## config.mk

```make
export PLATFORM = sky130hd
export DESIGN_NAME = char_lcd_host_register_port
export DESIGN_NICKNAME = d
export VERILOG_FILES = /design/src/inc/char_lcd_pkg.sv /design/src/core/char_lcd_host_register_port.sv
export VERILOG_INCLUDE_DIRS = /design/src /design/src/inc
export SDC_FILE = /design/constraint.sdc
export NUM_CORES = 2
export LEC_CHECK = 0
export BUFFER_PORTS_ARGS = -buffer_cell sky130_fd_sc_hd__buf_2
export CAP_MARGIN = 40
export CORE_MARGIN = 10
export CORE_UTILIZATION = 50
export DETAILED_ROUTE_END_ITERATION = 6
export PLACE_DENSITY = 0.65
export REMOVE_ABC_BUFFERS = 1
export SLEW_MARGIN = 5
export SYNTH_ARGS = -nofsm -noshare
export SYNTH_HDL_FRONTEND = slang
export SYNTH_SLANG_ARGS = --single-unit
```

## constraint.sdc

```tcl
create_clock -name clk_i -period 6.9 [get_ports clk_i]
set_clock_uncertainty 0.05 [all_clocks]
set_input_delay 0.345 -clock clk_i [delete_from_list [all_inputs] [get_ports clk_i]]
set_output_delay 0.345 -clock clk_i [all_outputs]
set_load 0.01 [all_outputs]
```

## src/inc/char_lcd_map.svh

```systemverilog
// Constants of the character display host register port: field positions,
// reset values, address layout and timing counts.
// Assumes a 200 MHz core clock; included by bare name by the host register port design file.
`ifndef CHAR_LCD_MAP_SVH
`define CHAR_LCD_MAP_SVH

// ------------------------------------------------------------------------
// Timing
// ------------------------------------------------------------------------
`define CLK_PERIOD_NS    5
`define EXEC_TIME_NS     40
`define EXEC_CYCLES      ((`EXEC_TIME_NS + `CLK_PERIOD_NS - 1) / `CLK_PERIOD_NS)

// ------------------------------------------------------------------------
// Status byte and command fields
// ------------------------------------------------------------------------
`define BUSY_BIT         7
`define CMD_DRAM_BIT     7
`define CMD_GRAM_BIT     6
`define CMD_SHIFT_BIT    4
`define SHIFT_DISP_BIT   3
`define SHIFT_RIGHT_BIT  2
`define CMD_ENTRY_BIT    2
`define ENTRY_INC_BIT    1

// ------------------------------------------------------------------------
// Address layout and reset values
// ------------------------------------------------------------------------
`define LINE_LEN         6'h28
`define DRAM_LAST1       7'h27
`define DRAM_LINE2       7'h40
`define DRAM_LAST2       7'h67
`define DRAM_WORDS       80
`define GRAM_WORDS       64
`define FIFO_DEPTH       8
`define AC_RESET         7'h00
`define ENTRY_INC_RESET  1'b1
`define SHIFT_RESET      6'h00

`endif

```

## src/inc/char_lcd_pkg.sv

```systemverilog
// Types shared by the character display host register port.
// Assumes nothing of its surroundings.
package char_lcd_pkg;

   // Engine states, one-hot.
   typedef enum logic [2:0] {
      ST_IDLE  = 3'b001,
      ST_EXEC  = 3'b010,
      ST_FETCH = 3'b100
   } eng_state_t;

   // Kind of host operation queued for the engine.
   typedef enum logic [1:0] {
      OP_CMD      = 2'h0,
      OP_DATA_WR  = 2'h1,
      OP_READ_ADV = 2'h2
   } op_kind_t;

   // One queued host operation.
   typedef struct packed {
      op_kind_t   kind;
      logic [7:0] value;
   } host_op_t;

endpackage

```

## src/core/char_lcd_host_register_port.sv

```systemverilog
// Host register port of a character display controller with its RAMs.
// Assumes host pins synchronous to clk_i; the data bus is split into
// input, output and active-low output enable lines joined outside.
`timescale 1ns/1ps
`default_nettype none
`include "char_lcd_map.svh"

// ------------------------------------------------------------------------
// Operation queue
// ------------------------------------------------------------------------
module op_fifo #(
   parameter int WIDTH = 10,
   parameter int DEPTH = 8
) (
   // Clock and reset
   input  wire logic             clk_i,
   input  wire logic             rst_b_i,
   // Filling side
   input  wire logic             in_valid_i,
   output logic                  in_ready_o,
   input  wire logic [WIDTH-1:0] in_data_i,
   // Draining side
   output logic                  out_valid_o,
   input  wire logic             out_ready_i,
   output logic [WIDTH-1:0]      out_data_o
);
   localparam int AW = $clog2(DEPTH);
   logic [WIDTH-1:0] mem [0:DEPTH-1];
   logic [AW-1:0]    wr_ptr, next_wr_ptr, rd_ptr, next_rd_ptr;
   logic [AW:0]      count, next_count;
   logic             push, pop;

   // Handshakes follow the fill level directly.
   assign in_ready_o  = (count != (AW+1)'(DEPTH));
   assign out_valid_o = (count != '0);
   assign out_data_o  = mem[rd_ptr];
   assign push        = in_valid_i & in_ready_o;
   assign pop         = out_valid_o & out_ready_i;

   // Pointer and level arithmetic; pointers wrap at the depth.
   always_comb begin
      next_wr_ptr = wr_ptr;
      next_rd_ptr = rd_ptr;
      if (push) begin
         next_wr_ptr = (wr_ptr == AW'(DEPTH - 1)) ? '0 : wr_ptr + 1'b1;
      end
      if (pop) begin
         next_rd_ptr = (rd_ptr == AW'(DEPTH - 1)) ? '0 : rd_ptr + 1'b1;
      end
      next_count = count + (AW+1)'(push) - (AW+1)'(pop);
   end

   // Registers; the storage itself needs no reset.
   always_ff @(posedge clk_i) begin
      if (!rst_b_i) begin
         wr_ptr <= '0;
         rd_ptr <= '0;
         count  <= '0;
      end else begin
         wr_ptr <= next_wr_ptr;
         rd_ptr <= next_rd_ptr;
         count  <= next_count;
      end
      if (push) begin
         mem[wr_ptr] <= in_data_i;
      end
   end
endmodule // op_fifo

// Notes on behaviour
// - Two host registers of eight bits: command register and data register.
// - Command register is write only; takes commands and RAM addresses.
// - A data write is stored at the addressed RAM location automatically.
// - Writing an address prefetches that RAM byte into the data register.
// - Each data read reloads the data register from the next address.
// - Select/direction 00 command, 01 status, 10 data write, 11 data read.
// - While busy the status shows busy and commands are refused.
// - Address commands load the counter and pick display or glyph RAM.
// - Counter steps by one after each data access, per entry direction.
// - Display RAM holds 80 bytes; unseen locations stay usable storage.
// - Display address is seven bits, set by command, read with status.
// - Unshifted, positions map to 00H-0FH and 40H-4FH.
// - Display shift moves the visible window one address left or right.
// - Fixed glyph table turns codes into dots: 208 small, 32 tall.
// - Writes latch on strobe fall; reads drive the bus while strobe high.
// - Four-bit mode uses only the upper four lines for both halves.
// - Select high means data, low command; direction high read, low write.
module char_lcd_host_register_port
   import char_lcd_pkg::*;
(
   // Clock and reset
   input  wire logic       clk_i,
   input  wire logic       rst_b_i,
   // Host pins
   input  wire logic       register_select_line_i,
   input  wire logic       read_not_write_i,
   input  wire logic       strobe_i,
   input  wire logic [7:0] bus_i,
   output logic      [7:0] bus_o,
   output logic      [7:0] bus_oe_b_o,
   // Bus width strap, high for four-bit transfers
   input  wire logic       four_bit_mode_i,
   // Display scan port
   input  wire logic       scan_line_i,
   input  wire logic [3:0] scan_pos_i,
   input  wire logic [3:0] scan_row_i,
   output logic      [7:0] scan_code_o,
   output logic      [4:0] scan_pixels_o,
   // Status
   output logic            busy_flag_o
);

   // ---------------------------------------------------------------------
   // Helpers
   // ---------------------------------------------------------------------
   // Next counter value; display RAM skips the gap between the lines.
   function automatic logic [6:0] step_ac(input logic [6:0] ac,
                                          input logic       inc,
                                          input logic       glyph);
      logic [6:0] r;
      r = inc ? ac + 7'h01 : ac - 7'h01;
      if (glyph) begin
         r = {1'b0, r[5:0]};
      end else if (inc && ac == `DRAM_LAST1) begin
         r = `DRAM_LINE2;
      end else if (inc && ac == `DRAM_LAST2) begin
         r = 7'h00;
      end else if (!inc && ac == 7'h00) begin
         r = `DRAM_LAST2;
      end else if (!inc && ac == `DRAM_LINE2) begin
         r = `DRAM_LAST1;
      end
      return r;
   endfunction

   // Linear display RAM index of a seven-bit address.
   function automatic logic [6:0] dram_index(input logic [6:0] ac);
      logic [6:0] r;
      r = ac[6] ? {1'b0, `LINE_LEN} + {1'b0, ac[5:0]} : {1'b0, ac[5:0]};
      return (ac[5:0] < `LINE_LEN) ? r : 7'h7F;
   endfunction

   // Stand-in font: the real character shapes are loaded per product.
   // Codes E0H and up are the 32 tall glyphs (eleven rows), codes 10H to
   // DFH the 208 small ones (eight rows); other rows are blank.
   function automatic logic [4:0] glyph_rom(input logic [7:0] code,
                                            input logic [3:0] row);
      logic       tall;
      logic [4:0] r;
      tall = (code[7:5] == 3'h7);
      r    = code[4:0] ^ {row, 1'b0};
      if (row > (tall ? 4'hA : 4'h7)) begin
         r = 5'h00;
      end
      return r;
   endfunction

   // ---------------------------------------------------------------------
   // State
   // ---------------------------------------------------------------------
   logic [7:0]  display_ram [0:`DRAM_WORDS-1];
   logic [7:0]  glyph_ram   [0:`GRAM_WORDS-1];
   eng_state_t  state, next_state;
   logic [6:0]  address_counter, next_address_counter;
   logic        sel_glyph, next_sel_glyph;
   logic        entry_inc, next_entry_inc;
   logic [5:0]  shift_off, next_shift_off;
   logic [7:0]  data_register, next_data_register;
   logic        fetch_pending, next_fetch_pending;
   logic [3:0]  exec_cnt, next_exec_cnt;
   logic        strobe_q, phase, next_phase;
   logic [3:0]  hi_nib, next_hi_nib;
   logic [7:0]  next_bus_o;
   logic        ram_we;
   logic [7:0]  ram_wdata, fetch_byte;
   logic [6:0]  dram_idx;
   host_op_t    push_op, pop_op;
   logic        push_valid, pop_valid, pop_ready;
   logic        strobe_fall, byte_done, busy;
   logic [7:0]  host_byte, read_byte;

   // ---------------------------------------------------------------------
   // Host side
   // ---------------------------------------------------------------------
   // Pending queue entries count as busy so a command never overtakes data.
   assign busy        = (state != ST_IDLE) | pop_valid;
   assign busy_flag_o = busy;
   assign strobe_fall = strobe_q & ~strobe_i;
   assign byte_done   = strobe_fall & (~four_bit_mode_i | phase);
   assign host_byte   = four_bit_mode_i ? {hi_nib, bus_i[7:4]} : bus_i;

   // Decode the finished transfer into a queued operation.
   always_comb begin
      push_valid   = 1'b0;
      push_op      = '{kind: OP_CMD, value: host_byte};
      if (byte_done) begin
         case ({register_select_line_i, read_not_write_i})
            2'b00: begin
               push_valid = ~busy;
            end
            2'b10: begin
               push_valid   = 1'b1;
               push_op.kind = OP_DATA_WR;
            end
            2'b11: begin
               push_valid   = 1'b1;
               push_op.kind = OP_READ_ADV;
            end
            default: begin
               push_valid = 1'b0;
            end
         endcase
      end
   end

   // Nibble phase and the byte presented for reading.
   always_comb begin
      next_phase  = phase;
      next_hi_nib = hi_nib;
      if (!four_bit_mode_i) begin
         next_phase = 1'b0;
      end else if (strobe_fall) begin
         next_phase = ~phase;
         if (!phase) begin
            next_hi_nib = bus_i[7:4];
         end
      end
      read_byte = register_select_line_i ? data_register
                : {busy, address_counter};
      if (four_bit_mode_i) begin
         next_bus_o = phase ? {read_byte[3:0], 4'h0}
                            : {read_byte[7:4], 4'h0};
      end else begin
         next_bus_o = read_byte;
      end
   end

   // Drive only during a read strobe; lower lines stay off in four-bit mode.
   always_comb begin
      bus_oe_b_o = 8'hFF;
      if (strobe_i && read_not_write_i) begin
         bus_oe_b_o = four_bit_mode_i ? 8'h0F : 8'h00;
      end
   end

   // The queue decouples host strobes from RAM timing; when it is full a
   // further data write is dropped, which the busy flag warns against.
   op_fifo #(
      .WIDTH ($bits(host_op_t)),
      .DEPTH (`FIFO_DEPTH)
   ) u_queue (
      .clk_i       (clk_i),
      .rst_b_i     (rst_b_i),
      .in_valid_i  (push_valid),
      .in_ready_o  (),
      .in_data_i   (push_op),
      .out_valid_o (pop_valid),
      .out_ready_i (pop_ready),
      .out_data_o  (pop_op)
   );

   // ---------------------------------------------------------------------
   // Engine
   // ---------------------------------------------------------------------
   assign pop_ready  = (state == ST_IDLE);
   assign dram_idx   = dram_index(address_counter);
   assign fetch_byte = sel_glyph ? glyph_ram[address_counter[5:0]]
                     : (dram_idx < 7'(`DRAM_WORDS)) ? display_ram[dram_idx]
                     : 8'h00;

   // Execute one queued operation, wait out its time, then prefetch if one is pending.
   always_comb begin
      next_state           = state;
      next_address_counter = address_counter;
      next_sel_glyph       = sel_glyph;
      next_entry_inc       = entry_inc;
      next_shift_off       = shift_off;
      next_data_register   = data_register;
      next_fetch_pending   = fetch_pending;
      next_exec_cnt        = exec_cnt;
      ram_we               = 1'b0;
      ram_wdata            = pop_op.value;
      case (state)
         ST_IDLE: begin
            if (pop_valid) begin
               next_state    = ST_EXEC;
               next_exec_cnt = 4'(`EXEC_CYCLES - 1);
               case (pop_op.kind)
                  OP_DATA_WR: begin
                     ram_we               = 1'b1;
                     next_address_counter = step_ac(address_counter,
                                               entry_inc, sel_glyph);
                  end
                  OP_READ_ADV: begin
                     next_address_counter = step_ac(address_counter,
                                               entry_inc, sel_glyph);
                     next_fetch_pending   = 1'b1;
                  end
                  default: begin
                     if (pop_op.value[`CMD_DRAM_BIT]) begin
                        next_address_counter = pop_op.value[6:0];
                        next_sel_glyph       = 1'b0;
                        next_fetch_pending   = 1'b1;
                     end else if (pop_op.value[`CMD_GRAM_BIT]) begin
                        next_address_counter = {1'b0, pop_op.value[5:0]};
                        next_sel_glyph       = 1'b1;
                        next_fetch_pending   = 1'b1;
                     end else if (pop_op.value[`CMD_SHIFT_BIT]) begin
                        if (!pop_op.value[`SHIFT_DISP_BIT]) begin
                           next_address_counter = step_ac(address_counter,
                              ~pop_op.value[`SHIFT_RIGHT_BIT], sel_glyph);
                        end else if (pop_op.value[`SHIFT_RIGHT_BIT]) begin
                           next_shift_off = (shift_off == 6'h00)
                              ? `LINE_LEN - 6'h01 : shift_off - 6'h01;
                        end else begin
                           next_shift_off = (shift_off == `LINE_LEN - 6'h01)
                              ? 6'h00 : shift_off + 6'h01;
                        end
                     end else if (pop_op.value[`CMD_ENTRY_BIT]) begin
                        next_entry_inc = pop_op.value[`ENTRY_INC_BIT];
                     end
                  end
               endcase
            end
         end
         ST_EXEC: begin
            next_exec_cnt = exec_cnt - 4'h1;
            if (exec_cnt == 4'h0) begin
               next_state = fetch_pending ? ST_FETCH : ST_IDLE;
            end
         end
         ST_FETCH: begin
            next_data_register = fetch_byte;
            next_fetch_pending = 1'b0;
            next_state         = ST_IDLE;
         end
         default: begin
            next_state = ST_IDLE;
         end
      endcase
   end

   // ---------------------------------------------------------------------
   // Display scan
   // ---------------------------------------------------------------------
   logic [5:0] scan_low;
   logic [6:0] scan_idx;
   logic [7:0] next_scan_code;
   logic [4:0] next_scan_pixels;

   // Visible window plus shift, wrapped within the 40 bytes of a line.
   always_comb begin
      scan_low = {2'h0, scan_pos_i} + shift_off;
      if (scan_low >= `LINE_LEN) begin
         scan_low = scan_low - `LINE_LEN;
      end
      scan_idx       = scan_line_i ? {1'b0, `LINE_LEN} + {1'b0, scan_low}
                                   : {1'b0, scan_low};
      next_scan_code = display_ram[scan_idx];
      if (next_scan_code[7:4] == 4'h0) begin
         next_scan_pixels = glyph_ram[{next_scan_code[2:0], scan_row_i[2:0]}]
                            [4:0];
      end else begin
         next_scan_pixels = glyph_rom(next_scan_code, scan_row_i);
      end
   end

   // ---------------------------------------------------------------------
   // Registers
   // ---------------------------------------------------------------------
   always_ff @(posedge clk_i) begin
      if (!rst_b_i) begin
         state           <= ST_IDLE;
         address_counter <= `AC_RESET;
         sel_glyph       <= 1'b0;
         entry_inc       <= `ENTRY_INC_RESET;
         shift_off       <= `SHIFT_RESET;
         data_register   <= 8'h00;
         fetch_pending   <= 1'b0;
         exec_cnt        <= 4'h0;
         strobe_q        <= 1'b0;
         phase           <= 1'b0;
         hi_nib          <= 4'h0;
         bus_o           <= 8'h00;
         scan_code_o     <= 8'h00;
         scan_pixels_o   <= 5'h00;
      end else begin
         state           <= next_state;
         address_counter <= next_address_counter;
         sel_glyph       <= next_sel_glyph;
         entry_inc       <= next_entry_inc;
         shift_off       <= next_shift_off;
         data_register   <= next_data_register;
         fetch_pending   <= next_fetch_pending;
         exec_cnt        <= next_exec_cnt;
         strobe_q        <= strobe_i;
         phase           <= next_phase;
         hi_nib          <= next_hi_nib;
         bus_o           <= next_bus_o;
         scan_code_o     <= next_scan_code;
         scan_pixels_o   <= next_scan_pixels;
      end
   end

   // RAM writes; out-of-map display addresses are quietly discarded.
   always_ff @(posedge clk_i) begin
      if (ram_we && sel_glyph) begin
         glyph_ram[address_counter[5:0]] <= ram_wdata;
      end
      if (ram_we && !sel_glyph && dram_idx < 7'(`DRAM_WORDS)) begin
         display_ram[dram_idx] <= ram_wdata;
      end
   end

endmodule // char_lcd_host_register_port

`default_nettype wire

```

=== Yosys cells after proc, flatten, opt, wreduce, memory -nomap -nowiden ===
Memories as Yosys holds them, arrays and structs flattened. A register that Yosys moved wholly into a read port is not among the register bits.
Index checks and enable logic that the tools add are counted.

* $add $sub $neg: 13
* Multipliers: 0
* Divide/modulo/power cells: 0
* Magnitude comparators: 4
* Equality and inequality tests: 21
* Shift operators: 0
* Muxes and demuxes: 66
* Bitwise logic cells: 16
* Reductions and logical operators: 35

{| class="wikitable"
|+ Operators with widths
! kind !! number
|-
| $mux W7 || 20
|-
| $mux W8 || 7
|-
| $mux W6 || 6
|-
| $mux W3 || 7
|-
| $add A6 B6 Y7 const A || 2
|-
| $eq A7 B7 Y1 const B || 2
|-
| $mux W1 || 14
|-
| $reduce_and A7 Y1 || 2
|-
| $eq A3 B3 Y1 const B || 4
|-
| $logic_and A1 B1 Y1 || 12
|-
| $mux W4 || 3
|-
| $reduce_and A4 Y1 || 3
|-
| $mux W5 || 2
|-
| $not A1 Y1 || 9
|-
| $logic_not A4 Y1 || 2
|-
| $ne A4 B4 Y1 const B || 2
|-
| $pmux W4 S2 || 1
|-
| $reduce_bool A4 Y1 || 2
|-
| $add A7 B1 Y7 const B || 1
|-
| $eq A7 B6 Y1 const B || 1
|-
| $logic_not A7 Y1 || 1
|-
| $lt A7 B7 Y1 const B || 1
|-
| $sub A7 B1 Y7 const B || 1
|-
| $add A3 B1 Y3 const B || 2
|-
| 32 further kinds || 48
|}

* Register bits: 68
* Latch bits: 0
* Memory bits (writable): 1,232
* Bits in read-only memories: 0
* Input bits: 23
* Logic and storage cells: 175
* Memories kept: 3

{| class="wikitable"
|+ Memories
! memory !! depth !! bits a word !! read ports !! clocked after memory_dff !! write ports !! RTL line !! RTL
|-
| display_ram || 80 || 8 || 2 || 0 || 1 || char_lcd_host_register_port.sv:161 || <nowiki>logic [7:0] display_ram [0:`DRAM_WORDS-1];</nowiki>
|-
| glyph_ram || 64 || 8 || 2 || 1 || 1 || char_lcd_host_register_port.sv:162 || <nowiki>logic [7:0] glyph_ram [0:`GRAM_WORDS-1];</nowiki>
|-
| u_queue.mem || 8 || 10 || 1 || 1 || 1 || char_lcd_host_register_port.sv:28 || <nowiki>logic [WIDTH-1:0] mem [0:DEPTH-1];</nowiki>
|}

=== Longest topological paths before layout ===
* Depth in word-level cells: 14
* Gate-level depth with buffers: 29

=== Cells and area by module ===
A second synthesis with hierarchy kept.

* Cells, all modules: 3,732
* Area, all modules: 60,604.4 sq um

{| class="wikitable"
|+ By module, submodules not included
! module !! times used !! cells an instance !! area an instance (sq um) !! sequential area each (sq um)
|-
| char_lcd_host_register_port || 1 || 3,540 || 56,829.5 || 35,874.4
|-
| op_fifo || 1 || 192 || 3,774.9 || 2,662.6
|}

=== Worst setup path after synthesis ===
OpenSTA, ideal clock, no wires.

* Path type: input to register
* Start point: in scan_pos_i[0]
* End point: reg scan_pixels_o[0]
* Setup time: 0.092 ns
* Arrival time: 5.446 ns
* Slack: 1.311 ns
* Stages on the path: 29
* Buffers on the path: 2
* Cells stage by stage: ha_1 fa_1 a211oi_1 o21ai_0 nand2_1 inv_1 ha_1 o2bb2ai_2 inv_1 ha_1 nand2b_1 o311a_1 o31ai_2 buf_4 buf_4 mux2i_1 nor3_1 nor3_1 nor3_1 a211oi_1 nor2_1 and2_1 ha_1 nand3_1 nor2_1 a211oi_1 a41oi_1 a211o_1 o32ai_1

* Cells in the longest elaborated chain, start to end: 11

{| class="wikitable"
|+ RTL lines
! what !! RTL line !! RTL
|-
| start, declared || char_lcd_host_register_port.sv:105 || <nowiki>input wire logic [3:0] scan_pos_i,</nowiki>
|-
| $add A4 B6 Y6 (*) || char_lcd_host_register_port.sv:353 || <nowiki>scan_low = {2'h0, scan_pos_i} + shift_off;</nowiki>
|-
| $sub A6 B6 Y6 (no source line) or $ge A6 B6 Y1 (tied branches) || -- ||
|-
| $mux W6 (*) || char_lcd_host_register_port.sv:354 || <nowiki>if (scan_low >= `LINE_LEN) begin</nowiki>
|-
| $add A6 B6 Y7 || char_lcd_host_register_port.sv:357 || <nowiki>scan_idx = scan_line_i ? {1'b0, `LINE_LEN} + {1'b0, scan_low}</nowiki>
|-
| $mux W7 (*) || char_lcd_host_register_port.sv:357 ||
|-
| $mem_v2 Z80 W8 (*) || -- ||
|-
| $eq A3 B3 Y1 || char_lcd_host_register_port.sv:150 || <nowiki>tall = (code[7:5] == 3'h7);</nowiki>
|-
| $mux W4 || char_lcd_host_register_port.sv:152 || <nowiki>if (row > (tall ? 4'hA : 4'h7)) begin</nowiki>
|-
| $gt A4 B4 Y1 || char_lcd_host_register_port.sv:152 ||
|-
| $mux W5 || char_lcd_host_register_port.sv:152 ||
|-
| $mux W5 (*) || char_lcd_host_register_port.sv:360 || <nowiki>if (next_scan_code[7:4] == 4'h0) begin</nowiki>
|-
| end signal, assigned || char_lcd_host_register_port.sv:401 || <nowiki>scan_pixels_o <= next_scan_pixels;</nowiki>
|-
| end, declared || char_lcd_host_register_port.sv:108 || <nowiki>output logic [4:0] scan_pixels_o,</nowiki>
|}

Mark *: on every way between the ends. The rest lies on a longest branch, timed or not.
A chain may end at the register's enable or synchronous reset.

=== Worst setup path after layout ===
* Start point: reg shift_off[2]
* End point: reg scan_pixels_o[2]

* Cells in the longest elaborated chain, start to end: 11

{| class="wikitable"
|+ RTL lines
! what !! RTL line !! RTL
|-
| start, declared || char_lcd_host_register_port.sv:167 || <nowiki>logic [5:0] shift_off, next_shift_off;</nowiki>
|-
| start signal, assigned || char_lcd_host_register_port.sv:377 || <nowiki>shift_off <= `SHIFT_RESET;</nowiki>
|-
| start signal, assigned || char_lcd_host_register_port.sv:392 || <nowiki>shift_off <= next_shift_off;</nowiki>
|-
| $add A4 B6 Y6 (*) || char_lcd_host_register_port.sv:353 ||
|-
| $sub A6 B6 Y6 (no source line) or $ge A6 B6 Y1 (tied branches) || -- ||
|-
| $mux W6 (*) || char_lcd_host_register_port.sv:354 ||
|-
| $add A6 B6 Y7 || char_lcd_host_register_port.sv:357 ||
|-
| $mux W7 (*) || char_lcd_host_register_port.sv:357 ||
|-
| $mem_v2 Z80 W8 (*) || -- ||
|-
| $eq A3 B3 Y1 || char_lcd_host_register_port.sv:150 ||
|-
| $mux W4 || char_lcd_host_register_port.sv:152 ||
|-
| $gt A4 B4 Y1 || char_lcd_host_register_port.sv:152 ||
|-
| $mux W5 || char_lcd_host_register_port.sv:152 ||
|-
| $mux W5 (*) || char_lcd_host_register_port.sv:360 ||
|}

Marks and branches as above.

==> qor.yml <==
floorplan:
  dieArea_um2: 136000
  die_h_um: 368
  start_util_pct: 50.5
  core_area_um2: 120000
  io_pins: 53
  num_rows: 127
  die_w_um: 368
sta:
  finalSetupViolCount: 0
  fin_hold_ws_ns: 0.0358
  drv_slew: 0
  fin_tns_setup_ns: 0
  fin_crit_sh_pct: 94.4
  min_period_ns: 6.51
  worst_slew_pin_slew_ns: 1.05
  setup_ws_ns: 0.386
  fmaxAchievable_mhz: 154
  final_hold_viol_count: 0
  relSlewSlack_pct: 29.5
  rsz0062_at_grt: "no"
grt:
  grt_pass1_wl_um: 270000
  grt_max_degree: 135
  track_usage_pct: 27.1
  antenna_found_initial: 11
  first_global_vias: 37600
  grt_overflow_total: 0
outcome:
  violations: "DRC"
  outcome: "complete, but fails checks"
setup_path:
  arrival_ns: 7.16
  cp_max_fo: 14
  endpoint_kind: "register"
  worstSetupPathType: "register to register"
  cp.required_ns: 7.54
  start_kind: "register"
final_layout:
  fillers: 9253
  areaGrowthSynthToFinish_pct: 13.0
  fin_nets: 4013
  drive_gt1_share_pct: 23.8
logic_synthesis:
  synth_flop_cell: "edfxtp_1"
  yosysWarnings: 0
  syn_avg_cell_area_um2: 15.8
  yosys-top-cells-area: "edfxtp_1 (61%), mux4_2 (16%), mux2i_1 (2.7%)"
  synth_edf_count: 1232
  synth_commonest_cells: "edfxtp_1 (1,232), mux4_2 (444), nand2_1 (414)"
  synth_top_cell_by_area: "edfxtp_1"
  ys_seq_area_share_pct: 63.5
  ys_seq_elements: 1309
  yosysMostFrequentCell: "edfxtp_1"
  async_flop_share_pct: 0
  synth_cell_types: 87
  synth_top_area_share_pct: 61.0
  netlist_instances: 3843
  netlist_area_um2: 60600
pwr:
  pwr-share-seq_pct: 38.1
  p_clk_share_pct: 29.4
  total_power_mw: 26.0
  intPower_mw: 16.8
  ir_drop_v: 0.000365
  power_per_cell_area_nw_per_um2: 379
  power_leakage_nw: 22.1
  swShare_pct: 35.2
  p_sw_mw: 9.14
  p_comb_share_pct: 32.5
route:
  ant_nets: 0
  drc: 8
  drt_first_pass_iters: 7
  vias: 38800
  wl_per_cell_um: 32.8
  initialDrtViolationCount: 6076
  totalWireLength_um: 187000
  viasPerCell: 6.82
clock_network:
  clock_path_buffers: 3
  clk_pin_slew_ns: 0.06
  tritoncts: "built"
  clock-sinks: 1309
  cts_buffers: 141
  htreeDepth: 4
  insertion_delay_ns: 0.79
  cts_root_buf: "clkbuf_16"
place:
  portBuffers: 52
  gp_congestion: 0.971
  dp_slack_ns: 0.128
  hpwl_um: 124000
job:
  drv_cap: 0
min_path:
  hold_path.class: "input port to register"
[registers in the layout, summed over array words and instances, names as in the netlist, 4 cells and up, named ones only]
register and flops:
u_queue.count 4, bus_o 8, scan_code_o 8, data_register 8, hi_nib 4, glyph_ram 512, address_counter 7, exec_cnt 4
scan_pixels_o 5, u_queue.mem 80, shift_off 6, display_ram 640
[logic make-up (layout without fill, tap and decap cells)]
kind of cell / after synthesis / after routing / synth area share (%)
DFF: 1309 / 1309 / 63.5
and+or+nand+nor: 913 / 913 / 6.61
muxes: 627 / 627 / 19.6
AOI/OAI and AO/OA: 606 / 606 / 7.02
buffers and inverters: 331 / 560 / 2.23
adders and majority gates: 31 / 31 / 0.664
xor gates and xnor gates: 26 / 26 / 0.376
other: 0 / 4 / 0
[layer usage]
layer | track usage, % | vias to the layer above | part of all wire (%)
li1 | - | 15900 | -
met3 | 7.16 | 459 | 13
met5 | 0 | - | 0.015
met1 | 38.5 | 19800 | 39
met2 | 39.5 | 2680 | 44
met4 | 11.6 | 4 | 4.8
[repair_timing]
item	in CTS	in global routing
setup endpoints to repair	0	5
hold endpoints to repair	82	0
hold buffers	14	0
gates resized for setup	0	5
buffers inserted	0	0
[critical path, stage by stage, from the launching register on]
cell       delay, ns
dfxtp_1         0.52
ha_1            0.46
or2_4           0.35
and3_1          0.27
or2_2           0.33
ha_1            0.38
o2bb2ai_2       0.23
inv_1           0.14
ha_1            0.37
nand2b_1        0.21
o311a_1         0.17
o31ai_4         0.23
buf_6           0.25
mux2i_1         0.19
nor3_1          0.06
nor3_1          0.21
nor3_2          0.12
a211oi_1        0.29
nor2_1          0.10
and2_1          0.17
ha_1            0.29
nand3_1         0.09
nor2_1          0.05
a211oi_1        0.24
a41oi_1         0.09
a211o_1         0.40
o32ai_1         0.15
[cell usage in the layout, fill, tap and decap left out, types with 54 or more instances in the layout]
cell type / instances
a221oi_1: 71
edfxtp_1: 1232
clkbuf_16: 145
o22ai_1: 58
mux4_2: 444
nand3_1: 68
o211ai_1: 83
nor2_1: 231
a31oi_1: 81
dfxtp_1: 73
a21oi_1: 95
o21ai_0: 67
nand2_1: 411
mux2i_1: 162
buf_2: 54
buf_4: 162
[power by group through the flow]
stage	sequential, mW	combinational [mW]	clock [mW]
after global placement	10.1	8.04	0
after global routing	9.93	8.75	8.02
final	9.90	8.44	7.63
after detailed placement	10.1	8.18	0
after CTS	9.90	8.21	7.72
after floorplan	10.4	4.83	0
[stage by stage]
step	cells	util (%)	area, um^2
after floorplan	3552	-	59400
after detailed placement	5408	53.0	63700
final	5688	57.0	68500
after global routing	5685	57.0	68500
after global placement	5322	52.3	62800
after CTS	5678	57.0	68500
[area by class of cell]
| type | count | area, um^2 | area share (%) |
|---|---|---|---|
| clock buffer | 177 | 3770 | 5.50 |
| tap | 1612 | 2020 | 2.94 |
| sequential | 1309 | 38500 | 56.3 |
| clock inverter | 79 | 876 | 1.28 |
| multi-input combinational | 2203 | 21000 | 30.6 |
| antenna | 4 | 10.0 | 0.0146 |
| inverter | 40 | 158 | 0.230 |
| timing repair buffer | 264 | 2200 | 3.21 |
[worst paths after layout]
| check | from | end | slack [ns] | depth (start not counted) |
|---|---|---|---|---|
| worst max-delay path | shift_off[2]$_SDFFE_PN0P_ | scan_pixels_o[2]$_SDFF_PN0_ | 0.39 | 26 |
| worst min-delay path | register_select_line_i | bus_o[3]$_SDFF_PP0_ | 0.04 | 3 |
| worst max register to register | shift_off[2]$_SDFFE_PN0P_ | scan_pixels_o[2]$_SDFF_PN0_ | 0.39 | 26 |
| worst min register to register | u_queue.rd_ptr[2]$_SDFFE_PN0P_ | register | 0.44 | 2 |
Note: power is estimated with default switching activity, not from simulation.
